==> src/wsb_pkg.sv <==
/*
 * Shared constants for the write store buffer: entry layout, cache modes,
 * write sizes, bus sequencer states and control register bit position.
 * Assumes one processor clock domain and no software-visible bus.
 */
package wsb_pkg;
	// Buffer geometry
	localparam int SB_DEPTH = 4;
	localparam int SB_ENTRY_BYTES = 4;
	localparam int SB_MAX_BYTES = 16;
	localparam int SB_CNT_W = 3;
	localparam int SB_ENTRY_W = 66;
	localparam int PAGE_BITS_DEF = 12;

	// Cache mode field encodings
	localparam logic [1:0] CM_WT = 2'h0;
	localparam logic [1:0] CM_CB = 2'h1;
	localparam logic [1:0] CM_PRECISE = 2'h2;
	localparam logic [1:0] CM_IMPRECISE = 2'h3;

	// Write size encodings
	localparam logic [1:0] SZ_BYTE = 2'h0;
	localparam logic [1:0] SZ_WORD = 2'h1;
	localparam logic [1:0] SZ_LONG = 2'h2;

	// Store buffer enable position in cache_control_reg, and its reset value
	localparam int CACHE_CONTROL_REG_SBE_BIT = 29;
	localparam logic SBE_RESET = 1'b0;

	// Least stall of an unbuffered write, in cycles
	localparam logic [2:0] DIRECT_MIN_CYC = 3'h5;

	typedef enum logic [1:0] {BS_IDLE, BS_FIFO, BS_DIRECT} wsb_bus_e;
endpackage : wsb_pkg

==> src/wsb_fifo.sv <==
/*
 * Entry store for the write buffer: a small first-in first-out array.
 * Assumes the caller never pushes while full nor pops while empty.
 */
`timescale 1ns/1ps
`default_nettype none
module wsb_fifo
	import wsb_pkg::*;
#(
	parameter int WIDTH = SB_ENTRY_W,
	parameter int DEPTH = SB_DEPTH
) (
	input wire logic ref_clk,
	input wire logic nrst,
	input wire logic clk_en,
	input wire logic push,
	input wire logic [WIDTH-1:0] in_data,
	input wire logic pop,
	output logic [WIDTH-1:0] out_data,
	output logic full,
	output logic empty,
	output logic [SB_CNT_W-1:0] count
);
	localparam int PW = (DEPTH > 1) ? $clog2(DEPTH) : 1;
	localparam logic [PW-1:0] LAST_PTR = PW'(DEPTH - 1);
	localparam logic [SB_CNT_W-1:0] DEPTH_CNT = SB_CNT_W'(DEPTH);

	logic [WIDTH-1:0] mem [DEPTH];
	logic [PW-1:0] wp_r;
	logic [PW-1:0] rp_r;
	logic [SB_CNT_W-1:0] cnt_r;
	wire do_push = push && !full;
	wire do_pop = pop && !empty;

	// Status decode
	assign full = (cnt_r == DEPTH_CNT);
	assign empty = (cnt_r == '0);
	assign count = cnt_r;
	assign out_data = mem[rp_r];

	// One storage word per entry
	genvar gi;
	generate
		for (gi = 0; gi < DEPTH; gi++) begin : g_ent
			always_ff @(posedge ref_clk) begin
				if (clk_en && do_push && wp_r == PW'(gi))
					mem[gi] <= in_data;
			end
		end
	endgenerate

	// Pointers and occupancy, empty after reset
	always_ff @(posedge ref_clk or negedge nrst) begin
		if (!nrst) begin
			wp_r <= '0;
			rp_r <= '0;
			cnt_r <= '0;
		end else if (clk_en) begin
			if (do_push)
				wp_r <= (wp_r == LAST_PTR) ? '0 : wp_r + 1'b1;
			if (do_pop)
				rp_r <= (rp_r == LAST_PTR) ? '0 : rp_r + 1'b1;
			cnt_r <= cnt_r + SB_CNT_W'(do_push) - SB_CNT_W'(do_pop);
		end
	end
endmodule : wsb_fifo
`default_nettype wire

==> src/wsb_store_buffer.sv <==
/*
 * Write store buffer between the operand pipeline and the bus controller.
 * Splits writes into bus-sized pieces, queues deferrable ones, issues the
 * rest except copyback pieces directly, and holds other bus traffic until buffers are drained.
 * Assumes the pipeline holds its write inputs steady while wr_stall is
 * high, and that the bus controller answers each request with bus_ack.
 * Assumes bus_ack only counts while bus_req is high; clk_en gates all state.
 */
// Behaviour
// RULE_01: Buffer has four entries, sixteen bytes at most.
// RULE_02: Queued writes retire first in first out.
// RULE_03: Buffered writes do not stall; stall only when full with a write pending. A split buffered write stalls one cycle per extra piece.
// RULE_04: Accept one write per cycle; retire at most one per two cycles.
// RULE_05: Unbuffered writes go straight to the bus, stalled at least five cycles.
// RULE_06: Enable bit written by control move; cleared at reset.
// RULE_07: When enabled, writethrough and imprecise pages use the buffer.
// RULE_08: One entry holds up to four bytes and equals one bus cycle.
// RULE_09: Misaligned long makes two entries at odd word, three at odd byte.
// RULE_10: Straddling write buffers only its imprecise part.
// RULE_11: Valid buffer data is issued on the next free bus cycle.
// RULE_12: Other bus transactions wait until push and write buffers are empty.
// RULE_13: Synchronising operations wait until both buffers are drained.
// RULE_14: Writethrough writes always reach memory, buffered or not.
// RULE_15: Precise page accesses keep program order.
// RULE_16: Imprecise writes complete before a missing read goes to the bus.
// RULE_17: Full shown as backpressure; buffer empty after reset.
`timescale 1ns/1ps
`default_nettype none
module wsb_store_buffer
	import wsb_pkg::*;
#(
	parameter int PAGE_BITS = PAGE_BITS_DEF
) (
	input wire logic ref_clk,
	input wire logic nrst,
	input wire logic clk_en,
	input wire logic cache_control_reg_wr,
	input wire logic [31:0] cache_control_reg_wdata,
	output logic store_buffer_enable,
	input wire logic wr_valid,
	input wire logic [31:0] wr_addr,
	input wire logic [31:0] wr_data,
	input wire logic [1:0] wr_size,
	input wire logic [1:0] wr_mode_lo,
	input wire logic [1:0] wr_mode_hi,
	output logic wr_stall,
	output logic sb_full,
	output logic sb_empty,
	input wire logic push_pending,
	input wire logic other_req,
	output logic other_grant,
	input wire logic sync_req,
	output logic sync_ok,
	output logic bus_req,
	output logic [31:0] bus_addr,
	output logic [31:0] bus_data,
	output logic [1:0] bus_size,
	input wire logic bus_ack
);
	// Byte count of a size code
	function automatic logic [2:0] sz_bytes(input logic [1:0] sz);
		case (sz)
			SZ_BYTE: sz_bytes = 3'h1;
			SZ_WORD: sz_bytes = 3'h2;
			default: sz_bytes = 3'h4;
		endcase
	endfunction

	logic sbe_r;
	logic busy_r;
	logic [31:0] cur_addr_r;
	logic [31:0] cur_data_r;
	logic [2:0] rem_r;
	logic [1:0] piece_cnt_r;
	wsb_bus_e st_r;
	logic req_r;
	logic acked_r;
	logic [2:0] dir_cnt_r;
	logic [31:0] baddr_r;
	logic [31:0] bdata_r;
	logic [1:0] bsize_r;
	logic [SB_ENTRY_W-1:0] head;
	logic [SB_CNT_W-1:0] sb_count;

	// Current piece source: held remainder or fresh write
	wire [31:0] src_addr = busy_r ? cur_addr_r : wr_addr;
	wire [31:0] src_data = busy_r ? cur_data_r : wr_data;
	wire [2:0] src_rem = busy_r ? rem_r : sz_bytes(wr_size);

	// Piece size follows bus alignment: one entry per bus cycle
	wire [1:0] psize = src_addr[0] ? SZ_BYTE : // [RULE_08] [RULE_09]
		src_addr[1] ? ((src_rem >= 3'h2) ? SZ_WORD : SZ_BYTE) :
		(src_rem >= 3'h4) ? SZ_LONG : (src_rem >= 3'h2) ? SZ_WORD : SZ_BYTE;
	wire [2:0] pbytes = sz_bytes(psize);
	wire [31:0] pdata = (psize == SZ_LONG) ? src_data :
		(psize == SZ_WORD) ? {16'h0, src_data[31:16]} : {24'h0, src_data[31:24]};

	// Page mode of this piece; upper page mode once past the boundary
	wire piece_hi = (src_addr[31:PAGE_BITS] != wr_addr[31:PAGE_BITS]); // [RULE_10]
	wire [1:0] pmode = piece_hi ? wr_mode_hi : wr_mode_lo;
	wire piece_buf = sbe_r && (pmode == CM_WT || pmode == CM_IMPRECISE); // [RULE_06] [RULE_07]
	wire piece_cb = (pmode == CM_CB);

	// Drain state shared by direct writes, other traffic and sync
	wire drained = sb_empty && !push_pending && st_r == BS_IDLE; // [RULE_12] [RULE_13]
	wire fifo_push = wr_valid && piece_buf && !sb_full; // [RULE_03] [RULE_17]
	wire fifo_pop = (st_r == BS_IDLE) && !sb_empty; // [RULE_11]
	wire dir_go = wr_valid && !piece_buf && !piece_cb && drained; // [RULE_15]
	// An early termination is remembered until the five cycles are up
	wire ack_seen = (bus_ack && req_r) || acked_r;
	wire dir_done = (st_r == BS_DIRECT) && ack_seen && dir_cnt_r >= DIRECT_MIN_CYC; // [RULE_05]
	wire piece_done = fifo_push || (wr_valid && piece_cb) || dir_done;
	wire last_piece = piece_done && (src_rem == pbytes);

	// Pipeline and drain status
	assign wr_stall = wr_valid && !last_piece; // [RULE_03]
	assign other_grant = other_req && drained; // [RULE_12] [RULE_16]
	assign sync_ok = sync_req && drained; // [RULE_13]
	assign store_buffer_enable = sbe_r;
	assign bus_req = req_r;
	assign bus_addr = baddr_r;
	assign bus_data = bdata_r;
	assign bus_size = bsize_r;

	// Four-entry store, one entry per future bus cycle
	wsb_fifo #(
		.WIDTH(SB_ENTRY_W),
		.DEPTH(SB_DEPTH) // [RULE_01]
	) wsb_fifo_inst (
		.ref_clk(ref_clk),
		.nrst(nrst),
		.clk_en(clk_en),
		.push(fifo_push),
		.in_data({psize, src_addr, pdata}),
		.pop(fifo_pop),
		.out_data(head),
		.full(sb_full),
		.empty(sb_empty),
		.count(sb_count)
	);

	// Enable bit, written by the control move
	always_ff @(posedge ref_clk or negedge nrst) begin
		if (!nrst)
			sbe_r <= SBE_RESET; // [RULE_06]
		else if (clk_en && cache_control_reg_wr)
			sbe_r <= cache_control_reg_wdata[CACHE_CONTROL_REG_SBE_BIT]; // [RULE_06]
	end

	// Remainder of a split write
	always_ff @(posedge ref_clk or negedge nrst) begin
		if (!nrst) begin
			busy_r <= 1'b0;
			cur_addr_r <= '0;
			cur_data_r <= '0;
			rem_r <= '0;
			piece_cnt_r <= '0;
		end else if (clk_en && piece_done) begin
			// Next piece starts past this one, data moved up to the top
			busy_r <= !last_piece;
			cur_addr_r <= src_addr + {29'h0, pbytes};
			cur_data_r <= src_data << {pbytes, 3'h0};
			rem_r <= src_rem - pbytes;
			piece_cnt_r <= last_piece ? 2'h0 : piece_cnt_r + 2'h1;
		end
	end

	// Bus sequencer: drains the buffer first, then direct writes
	always_ff @(posedge ref_clk or negedge nrst) begin
		if (!nrst) begin
			st_r <= BS_IDLE;
			req_r <= 1'b0;
			acked_r <= 1'b0;
			dir_cnt_r <= '0;
			baddr_r <= '0;
			bdata_r <= '0;
			bsize_r <= '0;
		end else if (clk_en) begin
			case (st_r)
				BS_IDLE: begin
					if (fifo_pop) begin // [RULE_02] [RULE_11] [RULE_14]
						{bsize_r, baddr_r, bdata_r} <= head;
						req_r <= 1'b1;
						st_r <= BS_FIFO;
					end else if (dir_go) begin // [RULE_05] [RULE_14]
						{bsize_r, baddr_r, bdata_r} <= {psize, src_addr, pdata};
						req_r <= 1'b1;
						acked_r <= 1'b0;
						dir_cnt_r <= 3'h1;
						st_r <= BS_DIRECT;
					end
				end
				BS_FIFO: begin
					// Dropping the request on termination leaves one idle cycle
					if (bus_ack) begin // [RULE_04]
						req_r <= 1'b0;
						st_r <= BS_IDLE;
					end
				end
				BS_DIRECT: begin
					// Saturate so a slow bus cannot wrap the stall count
					if (dir_cnt_r != 3'h7)
						dir_cnt_r <= dir_cnt_r + 3'h1;
					if (bus_ack && req_r) begin
						req_r <= 1'b0;
						acked_r <= 1'b1;
					end
					if (dir_done) begin
						acked_r <= 1'b0;
						st_r <= BS_IDLE;
					end
				end
				default: begin
					st_r <= BS_IDLE;
					req_r <= 1'b0;
				end
			endcase
		end
	end
endmodule : wsb_store_buffer
`default_nettype wire

==> config.mk <==
export PLATFORM = sky130hd
export DESIGN_NAME = wsb_store_buffer
export DESIGN_NICKNAME = d
export VERILOG_FILES = /design/src/wsb_pkg.sv /design/src/wsb_fifo.sv /design/src/wsb_store_buffer.sv
export SDC_FILE = /design/constraint.sdc
export NUM_CORES = 1
export LEC_CHECK = 0
export BUFFER_PORTS_ARGS = -buffer_cell sky130_fd_sc_hd__buf_4
export CAP_MARGIN = 20
export CORE_MARGIN = 2
export CORE_UTILIZATION = 50
export DETAILED_ROUTE_END_ITERATION = 7
export PLACE_DENSITY = 0.69
export SLEW_MARGIN = 20
export SYNTH_ARGS = -nofsm -noshare
export SYNTH_HDL_FRONTEND = slang
export SYNTH_SLANG_ARGS = --single-unit
==> constraint.sdc <==
create_clock -name ref_clk -period 4.4 [get_ports ref_clk]
set_input_delay 0.44 -clock ref_clk [delete_from_list [all_inputs] [get_ports ref_clk]]
set_output_delay 0.44 -clock ref_clk [all_outputs]
set_load 0.02 [all_outputs]
* Word level (Yosys, flattened, before mapping)
Memory sizes are Yosys's and may differ from the RTL's.
Index checks and enable logic that the tools add are counted.
** Storage, ports and cells
- Input port bits :: 111
- Flip-flop bits (word level) :: 149
- Memories :: 1
- Output and inout bits :: 73
- Bits in writable memories :: 264
- Logic and storage cells :: 160
** Memory list
- wsb_fifo_inst.mem :: depth 4, width 66, rd ports 1, clocked after memory_dff 0, wr ports 1, line wsb_fifo.sv:28 : logic [WIDTH-1:0] mem [DEPTH];
** Operators by class
- Multiplexer cells :: 56
- Magnitude comparators :: 3
- Reductions and logical operators :: 54
- Equality and inequality tests :: 23
- Add/subtract/negate cells :: 7
- Shift-type cells :: 1
** Operator list (number)
- 32-bit two-way mux :: 7
- 66-bit two-way mux :: 3
- 66-bit OR reduction :: 3
- 32-bit by 3-bit adder with 32-bit output :: 1
- 32-bit by 6-bit left shift with 32-bit output :: 1
- 2-bit two-way mux :: 15
- 1-bit logical AND :: 26
- 1-bit two-way mux :: 20
- 20-bit != test :: 1
- 3-bit one-hot mux with 2 select lines :: 3
- 16-bit two-way mux :: 1
- 2-bit == test (second input constant) :: 6
- 3-bit two-way mux :: 4
- 2-bit by 1-bit == test with 1-bit output (second input constant) :: 5
- 2-bit zero test :: 5
- 2-bit != test (second input constant) :: 5
- 5-bit AND reduction :: 2
- 4-bit AND reduction :: 2
- 3-bit >= comparator (second input constant) :: 2
- 1-bit zero test :: 6
- 3-bit != test (second input constant) :: 2
- 2-bit one-hot mux with 3 select lines :: 1
- 2-bit by 1-bit adder with 2-bit output (second input constant) :: 2
- 1-bit logical OR :: 4
- 15 further kinds :: 17

* Logic depth before layout (Yosys ltp)
Gate-level depths: netlist of run 1.
- Depth after elaboration :: 17
- Gate-level depth with buffers :: 15
- Mapped depth without buffers :: 13

* Cells and area by module
From an unflattened synthesis of run 1, not the netlist that was laid out.
** Second synthesis, totals
- Cells, all modules :: 1414
- Area total of the unflattened synthesis :: 18729.2 µm²
** By module, submodules not included
- wsb_fifo :: instances 1, cells each 391, sequential area each 8102.8 µm², area an instance 10007.1 µm²
- wsb_store_buffer :: instances 1, cells each 1023, sequential area each 3553.4 µm², area an instance 8722.1 µm²

* Worst setup path before layout of run 1
Ideal clock, no wire load.
- Path type :: register -> register
- Start :: register busy_r
- End :: memory wsb_fifo_inst.mem[0][0] in the netlist's numbering, enable pin
- Period minus slack after synthesis :: 4.366 ns
- Required time :: 3.968 ns
- Stages on the path, launching flop included :: 11
- Arrival time :: 3.934 ns
- Path buffers :: 4
- Setup time :: 0.432 ns
- Path slack :: 0.034 ns
- Path through :: dfrtp_1 -> buf_6 -> buf_6 -> buf_2 -> clkbuf_1 -> o31ai_1 -> mux2_2 -> ha_1 -> nand3_1 -> nor2_1 -> and3_1
** On the way
- Cells in the longest elaborated chain, start to end :: 17
- Elaborated cells on any way between the ends :: 32
- Those cells by class :: eq/ne: 2; mux: 16; reduce/logical: 14
** RTL lines
- start, declared :: line wsb_store_buffer.sv:70 : logic busy_r;
- start signal, assigned :: line wsb_store_buffer.sv:160 : busy_r <= !last_piece;
- 32-bit two-way mux * :: line wsb_store_buffer.sv:86 : wire [31:0] src_addr = busy_r ? cur_addr_r : wr_addr;
- 20-bit != test * :: line wsb_store_buffer.sv:99 : wire piece_hi = (src_addr[31:PAGE_BITS] != wr_addr[31:PAGE_BITS]);
- 2-bit two-way mux * :: line wsb_store_buffer.sv:100 : wire [1:0] pmode = piece_hi ? wr_mode_hi : wr_mode_lo;
- 2-bit == test or 2-bit zero test (tied branches) :: line wsb_store_buffer.sv:101 : wire piece_buf = sbe_r && (pmode == CM_WT || pmode == CM_IMPRECISE);
- 1-bit logical OR * :: line wsb_store_buffer.sv:101
- 1-bit logical AND * :: line wsb_store_buffer.sv:101
- 1-bit logical AND * (2 in series) :: line wsb_store_buffer.sv:106 : wire fifo_push = wr_valid && piece_buf && !sb_full;
- 1-bit logical AND * :: line wsb_fifo.sv:32 : wire do_push = push && !full;
- 1-bit logical AND * :: line wsb_fifo.sv:46 : if (clk_en && do_push && wp_r == PW'(gi))
- 1-bit logical AND :: line wsb_fifo.sv:46
- 1-bit two-way mux :: line wsb_fifo.sv:46
- 1-bit two-way mux (implied by the code) :: line wsb_fifo.sv:47 : mem[gi] <= in_data;
- 66-bit OR reduction (no line)
- 2-bit two-way mux (no line) or 1-bit two-way mux (tied branches) (3 in series)
- end, declared :: line wsb_fifo.sv:28
Mark *: on every way between the ends. The rest lies on a longest branch, timed or not.

* Final worst setup path of run 1
- Start :: register cur_addr_r[21]
- End :: register dir_cnt_r[0]
** On the way
- Cells in the longest elaborated chain, start to end :: 12
- Elaborated cells on any way between the ends :: 15
- Those cells by class :: eq/ne: 4; mux: 2; reduce/logical: 9
** RTL lines
- start, declared :: line wsb_store_buffer.sv:71 : logic [31:0] cur_addr_r;
- start signal, assigned :: line wsb_store_buffer.sv:161 : cur_addr_r <= src_addr + {29'h0, pbytes};
- 32-bit two-way mux * :: line wsb_store_buffer.sv:86
- 20-bit != test * :: line wsb_store_buffer.sv:99
- 2-bit two-way mux * :: line wsb_store_buffer.sv:100
- 2-bit == test or 2-bit zero test (tied branches) :: line wsb_store_buffer.sv:101
- 1-bit logical OR :: line wsb_store_buffer.sv:101
- 1-bit logical AND :: line wsb_store_buffer.sv:101
- 1-bit zero test :: line wsb_store_buffer.sv:108 : wire dir_go = wr_valid && !piece_buf && !piece_cb && drained;
- 1-bit logical AND :: line wsb_store_buffer.sv:108
- 1-bit logical AND * (2 in series) :: line wsb_store_buffer.sv:108
- 2-bit != test (no line) *
- 5-bit AND reduction (no line) *
- end signal, assigned :: line wsb_store_buffer.sv:203 : dir_cnt_r <= dir_cnt_r + 3'h1;
- end, declared :: line wsb_store_buffer.sv:78 : logic [2:0] dir_cnt_r;
Marks and branches as above.
A chain may end at the register's enable or synchronous reset.

==> results of run 1 <==
metal layers:
metal	vias to the layer above	GRT usage	routed length, um
met5	-	0	16
met4	2	0.0556	759
met3	59	0.0433	2450
met2	309	0.362	20400
met1	5872	0.335	20100
li1	5416	-	-
state kept, by name, indices dropped and copies added (netlist names):
signal               flops
st_r                     2
wsb_fifo_inst.rp_r       2
bus_addr                32
cur_data_r              32
bus_size                 2
busy_r                   1
wsb_fifo_inst.count      3
rem_r                    3
acked_r                  1
wsb_fifo_inst.wp_r       2
bus_data                32
store_buffer_enable      1
cur_addr_r              32
wsb_fifo_inst.mem      264
dir_cnt_r                3
bus_req                  1
through the flow:
step | hold slack (ns) | area [um2] | cells | setup WS, ns | power, W
after floorplan | 0.144 | 18400 | 1384 | 0.0340 | 0.0105
after CTS | 0.00692 | 21700 | 2043 | 0.502 | 0.0164
after global routing | 0.0395 | 21700 | 2043 | 0.276 | 0.0173
after detailed placement | 0.462 | 20300 | 1962 | 0.373 | 0.0128
final | -0.0220 | 21700 | 2043 | 0.490 | 0.0163
after global placement | 0.458 | 20300 | 1962 | 0.477 | 0.0126
how the worst min path moves through the flow:
| stage | endpoint | slack, ns |
|---|---|---|
| floorplan | acked_r | 0.14 |
| finish | bus_addr[23] | -0.02 |
| global placement | cur_data_r[14] | 0.46 |
| global route | st_r[1] | 0.04 |
| detailed placement | cur_data_r[14] | 0.46 |
| CTS | st_r[1] | 0.007 |
cell families (layout without fill, tap and decap cells):
logic type	after synthesis	count (layout)	synth area share
compound gates	239	239	0.0763
mux	144	144	0.126
fa+ha+maj	18	18	0.0129
simple gates	400	400	0.0993
buf+inv	119	310	0.0271
xor+xnor	51	51	0.0243
flops	413	413	0.634
critical path: stages, from the launching register on:
cell and delay [ns]:
dfrtp_1 0.42, xor2_1 0.15, nor4_1 0.32, nand3_1 0.16, o31ai_1 0.39, buf_4 0.23
mux2_2 0.34, ha_1 0.30, a2111oi_0 0.39, buf_4 0.19, a21oi_1 0.06, nor3b_1 0.23
a21boi_1 0.26, mux2_2 0.36
area by class of cell:
class	count	area, um2
Clock buffer	60	1210
Clock inverter	21	200
Fill cell	2891	14700
Inverter	37	139
Multi-Input combinational cell	852	6250
Sequential cell	413	11700
Tap cell	468	586
Timing Repair Buffer	192	1670
power by group:
part | total [W] | internal, W | switching (W)
Combinational | 0.00677 | 0.00260 | 0.00418
Clock | 0.00360 | 0.00212 | 0.00148
Sequential | 0.00594 | 0.00530 | 0.000637
cell usage after synthesis, types with 9 or more instances:
cell	n
clkbuf_1	50
ha_1	15
inv_1	34
xnor2_1	37
a21oi_1	87
buf_2	17
nor3_1	30
edfxtp_1	264
mux4_2	66
mux2_2	28
nand2_1	160
o21ai_1	16
mux2i_1	48
xor2_1	14
o22ai_1	13
nand3_1	9
a31oi_1	37
and2_1	12
buf_1	11
o21ai_0	48
dfrtp_1	149
nor2_1	139
==> impl_metrics.json, run 1 <==
{
  "yosysSeqAreaShare": 0.634,
  "cts_tree": "yes",
  "path_class": "reg -> reg",
  "num_antenna_cells": 0,
  "io_buffers": 152,
  "p_leak_nw": 8.36,
  "antenna_found_initial": 1,
  "ir_drop_mv": 0.398,
  "outcome": "complete, but fails checks",
  "worst-path-max-fanout": 3,
  "mostFrequentLayoutCell": "edfxtp_1",
  "ys_async_sr_fraction": 0.361,
  "crit_arrival_ns": 4.34,
  "post_cts_resized": 0,
  "initialDrtViolationCount": 726,
  "finalHoldViolations": 29,
  "critPathRequiredTime_ns": 4.83,
  "synth_nets": 1512,
  "coreArea_mm2": 0.0364,
  "grt_max_degree": 82,
  "rsz0062_at_grt": "false",
  "r2r_start": "cur_addr_r[21]",
  "relSlewSlack": 0.391,
  "start_util": 0.504,
  "clk_pin_slew_ns": 0.06,
  "netlist_top_cells_area": "edfxtp_1 43%, dfrtp_1 20%, mux4_2 8.1%",
  "critPathLaunchType": "flip-flop",
  "clock_tree.buffer_depth": 3,
  "drc": 0,
  "nets": 1668,
  "synth_flop_cell": "edfxtp_1",
  "die_x_um": 196,
  "yosysWarnings": 0,
  "rows": 70,
  "grt_first_pass_wirelength_um": 67200,
  "htreeDepth": 2,
  "max_freq_mhz": 256,
  "synth-edff-count": 264,
  "min_period_ns": 3.91,
  "hpwlAfterDp_um": 27600,
  "synth_top_area_frac": 0.431,
  "grt_pass1_vias": 11600,
  "track_usage": 0.229,
  "cts_buffers": 44,
  "r2r_slack_ns": 0.49,
  "worst_pin_slew_ns": 0.913,
  "syn_area_mm2": 0.0184,
  "fin_crit_sh": 0.889,
  "place_congestion": 0.832,
  "end_kind": "flip-flop",
  "synthesis.area_per_instance_um2": 13.3,
  "syn_to_final_growth_pct": 18.2,
  "die_y_um": 196,
  "wl_per_cell_um": 21.4,
  "totalWireLength_um": 43700,
  "whs_ns": -0.0220,
  "layout-drive-gt1-share": 0.242,
  "worstHoldPathType": "in -> async",
  "synth_cell_types": 63,
  "ant_nets": 0,
  "r2r_end": "dir_cnt_r[0]",
  "ys_ff_latch": 413,
  "tns_ns": 0,
  "critPathLaunch": "cur_addr_r[21]",
  "drt_pass1_iterations": 5,
  "worstSetupEndpoint": "dir_cnt_r[0]",
  "reg2reg_depth": 13,
  "via_per_inst": 5.71,
  "overflow": 0,
  "mostFrequentLayoutCells": "264 x edfxtp_1, 173 x buf_4, 160 x nand2_1",
  "maxCapViolCount": 0,
  "cts_setup_buffers": 0,
  "skew_ns": 0.0162,
  "insertion_delay_ns": 0.54,
  "power_density_mw_per_mm2": 751,
  "cts-root-buf": "clkbuf_16",
  "final_util": 0.596,
  "ios": 184,
  "synthCells": 1384,
  "synth.largest_area_cell": "edfxtp_1",
  "drv_slew": 0,
  "violations": "hold timing",
  "setup_viol": 0,
  "ctsHoldBuffers": 0,
  "die-area_mm2": 0.0383,
  "cts.sinks": 413,
  "dr_total_vias": 11700
}
(Power assumes the default switching activity.)
==> inputs of run 2 (changes only) <==
--- a/config.mk
+++ b/config.mk
@@ -5,12 +5,14 @@
 export SDC_FILE = /design/constraint.sdc
 export NUM_CORES = 1
 export LEC_CHECK = 0
+export ABC_AREA = 1
 export BUFFER_PORTS_ARGS = -buffer_cell sky130_fd_sc_hd__buf_4
 export CAP_MARGIN = 20
+export CORE_ASPECT_RATIO = 0.9
 export CORE_MARGIN = 2
-export CORE_UTILIZATION = 50
+export CORE_UTILIZATION = 30
 export DETAILED_ROUTE_END_ITERATION = 7
-export PLACE_DENSITY = 0.69
+export PLACE_DENSITY = 0.45
 export SLEW_MARGIN = 20
 export SYNTH_ARGS = -nofsm -noshare
 export SYNTH_HDL_FRONTEND = slang
==> impl_metrics.json, run 2 <==
{
  "skew_ns": 0.0301,
  "place_congestion": 0.838,
  "regMostFlops": "wsb_fifo_inst.mem",
  "critPathBufInv": 3,
  "cts_tree": "yes",
  "met3_usage": 0.0266,
  "ir_drop_mv": 0.395,
  "initialDrtViolationCount": 929,
  "nets": 2311,
  "synth_flop_cell": "edfxtp_1",
  "dr_total_vias": 14600,
  "drv_slew": 0,
  "mostFrequentLayoutCells": "465 x nand2_1, 313 x o21ai_0, 264 x edfxtp_1",
  "drc": 0,
  "syn_to_final_growth_pct": 20.6,
  "synth.largest_area_cell": "edfxtp_1",
  "synth_cell_types": 39,
  "switching_share": 0.420,
  "ant_nets": 0,
  "overflow": 0,
  "worstHoldPathType": "in -> reg",
  "htreeDepth": 2,
  "die_x_um": 271,
  "synth-edff-count": 264,
  "hpwlAfterDp_um": 35900,
  "path_delay_family": "simple AND/OR/NAND/NOR gates",
  "critPathLaunchType": "flip-flop",
  "internal_power_w": 0.0102,
  "path_common_cell": "nand3_1",
  "pwr-share-comb": 0.442,
  "tns_ns": 0,
  "worst-path-max-fanout": 10,
  "grt_max_degree": 101,
  "end_kind": "primary output",
  "path_class": "reg -> out",
  "via_per_inst": 4.75,
  "yosysMostFrequentCell": "nand2_1",
  "crit_chain": "buf_12 -> o21ai_4 -> xor2_1 -> nand3_1 -> nor2_4 -> nand3_1 -> nand2_1 -> nand2_1 -> ha_1 -> nand2_1 -> inv_1 -> nand3_1 -> nand3_1 -> a41oi_2 -> buf_4",
  "cts.sinks": 413,
  "place_ws_ns": 0.309,
  "yosysWarnings": 0,
  "min_period_ns": 4.05,
  "coreArea_mm2": 0.0639,
  "critPathRequiredTime_ns": 3.96,
  "cp_slowest_cell": "dfrtp_4",
  "die_y_um": 245,
  "worst_pin_slew_ns": 1.13,
  "relSlewSlack": 0.248,
  "layout-drive-gt1-share": 0.158,
  "insertion_delay_ns": 0.60,
  "seqPwrFrac": 0.328,
  "drt_pass1_iterations": 5,
  "antenna_found_initial": 1,
  "max_freq_mhz": 247,
  "maxCapViolCount": 0,
  "whs_ns": 0.0962,
  "largest_reg_flops": 264,
  "totalWireLength_um": 55000,
  "synth_top_area_frac": 0.411,
  "grt_pass1_vias": 14000,
  "cts-root-buf": "clkbuf_16",
  "clock_power_share": 0.231,
  "cts_buffers": 48,
  "crit_arrival_ns": 3.61,
  "mostFrequentLayoutCell": "nand2_1",
  "ios": 184,
  "slowest_delay_ns": 0.57,
  "use_met2": 0.241,
  "grt_use_met1": 0.252,
  "rsz0062_at_grt": "false",
  "ys_async_sr_fraction": 0.361,
  "p_sw_w": 0.00743,
  "clk_pin_slew_ns": 0.06,
  "power_density_mw_per_mm2": 760,
  "synth_nets": 2160,
  "final_util": 0.364,
  "synthTopCellsByCount": "465 x nand2_1, 313 x o21ai_0, 264 x edfxtp_1, 263 x nor2_1, 165 x inv_1",
  "r2r_slack_ns": 0.62,
  "synthesis.area_per_instance_um2": 9.50,
  "grt_first_pass_wirelength_um": 85200,
  "power_w": 0.0177,
  "netlist_top_cells_area": "edfxtp_1 41%, dfrtp_1 19%, nand2_1 9.0%",
  "rows": 88,
  "ys_ff_latch": 413,
  "start_util": 0.302,
  "yosysSeqAreaShare": 0.604,
  "clock_tree.buffer_depth": 3,
  "wl_per_cell_um": 17.9,
  "busiest_layer": "met1",
  "synthCells": 2032,
  "syn_area_mm2": 0.0193,
  "fin_crit_sh": 0.921,
  "outcome": "complete, no violations",
  "setup_viol": 0,
  "track_usage": 0.165,
  "setup_ws_ns": 0.347,
  "io_buffers": 152,
  "finalHoldViolations": 0,
  "die-area_mm2": 0.0664,
  "p_leak_nw": 9.53
}
-- run 2: changes by cell type in the layout (fill, tap and decap cells not counted), moves of 48 or more --
cell / before / now
mux2i_1: 48 / 0
o21ai_0: 47 / 313
a21oi_1: 87 / 9
mux4_2: 66 / 0
nor2_1: 139 / 258
inv_1: 34 / 163
nand2_1: 160 / 465
-- run 2: path summary, 6_finish.rpt --
path | startpoint | to | depth (start not counted)
max in group asynchronous | nrst | bus_data[31] | 3
worst max register to register | busy_r | wsb_fifo_inst.mem[2][39] | 17
min in group asynchronous | nrst | cur_addr_r[18] | 2
worst min register to register | cur_addr_r[20] | cur_addr_r[20] | 2
worst min-delay path | cache_control_reg_wdata[29] | store_buffer_enable | 3
worst max-delay path | busy_r | wr_stall | 15
-- run 2: cell families after synthesis --
family          count (synthesis)  synth area share
fa+ha+maj                      17            0.0118
flops                         413             0.604
compound gates                480             0.141
buf+inv                       275            0.0614
xor+xnor                       14           0.00635
simple gates                  833             0.176
-- run 2: cell type report --
cell class	instances	area [um2]
Fill cell	6568	40600
Sequential cell	413	11700
Multi-Input combinational cell	1344	6520
Timing Repair Buffer	208	1770
Clock buffer	59	1300
Tap cell	855	1070
Inverter	168	639
Clock inverter	30	309
Antenna cell	1	2.50
-- run 2: power by group through the flow --
stage	registers (W)	logic (W)	clock network, W
6_report	0.00579	0.00781	0.00408
5_1_grt	0.00589	0.00882	0.00435
4_1_cts	0.00581	0.00787	0.00419
3_5_place_dp	0.00591	0.00781	0
3_3_place_gp	0.00589	0.00770	0
2_1_floorplan	0.00606	0.00484	0
-- run 2: timing repair --
action                     CTS  global route
buffers inserted             1             4
setup endpoints to repair    1             1
hold endpoints to repair     6             0
hold buffers                 2             0
resized for setup            0             3
pin swaps                    1             2
cloned                       0             0
-- run 2: tightest hold or removal path, delay by kind of cell --
family                 cells  cell delay [ns]
AOI/OAI and AO/OA          1             0.07
buffers and inverters      2             0.15
-- run 2: per-layer routing --
| metal | share of wire | wire [um] |
|---|---|---|
| met5 | 0 | 0 |
| met4 | 0.022 | 1210 |
| met3 | 0.048 | 2620 |
| met2 | 0.42 | 23200 |
| met1 | 0.51 | 27900 |
-- run 2: through the flow --
| stage | instances | area (um2) |
|---|---|---|
| floorplan | 2032 | 19300 |
| global placement | 2981 | 21600 |
| detailed placement | 2981 | 21600 |
| CTS | 3073 | 23200 |
| global route | 3077 | 23300 |
| finish | 3078 | 23300 |
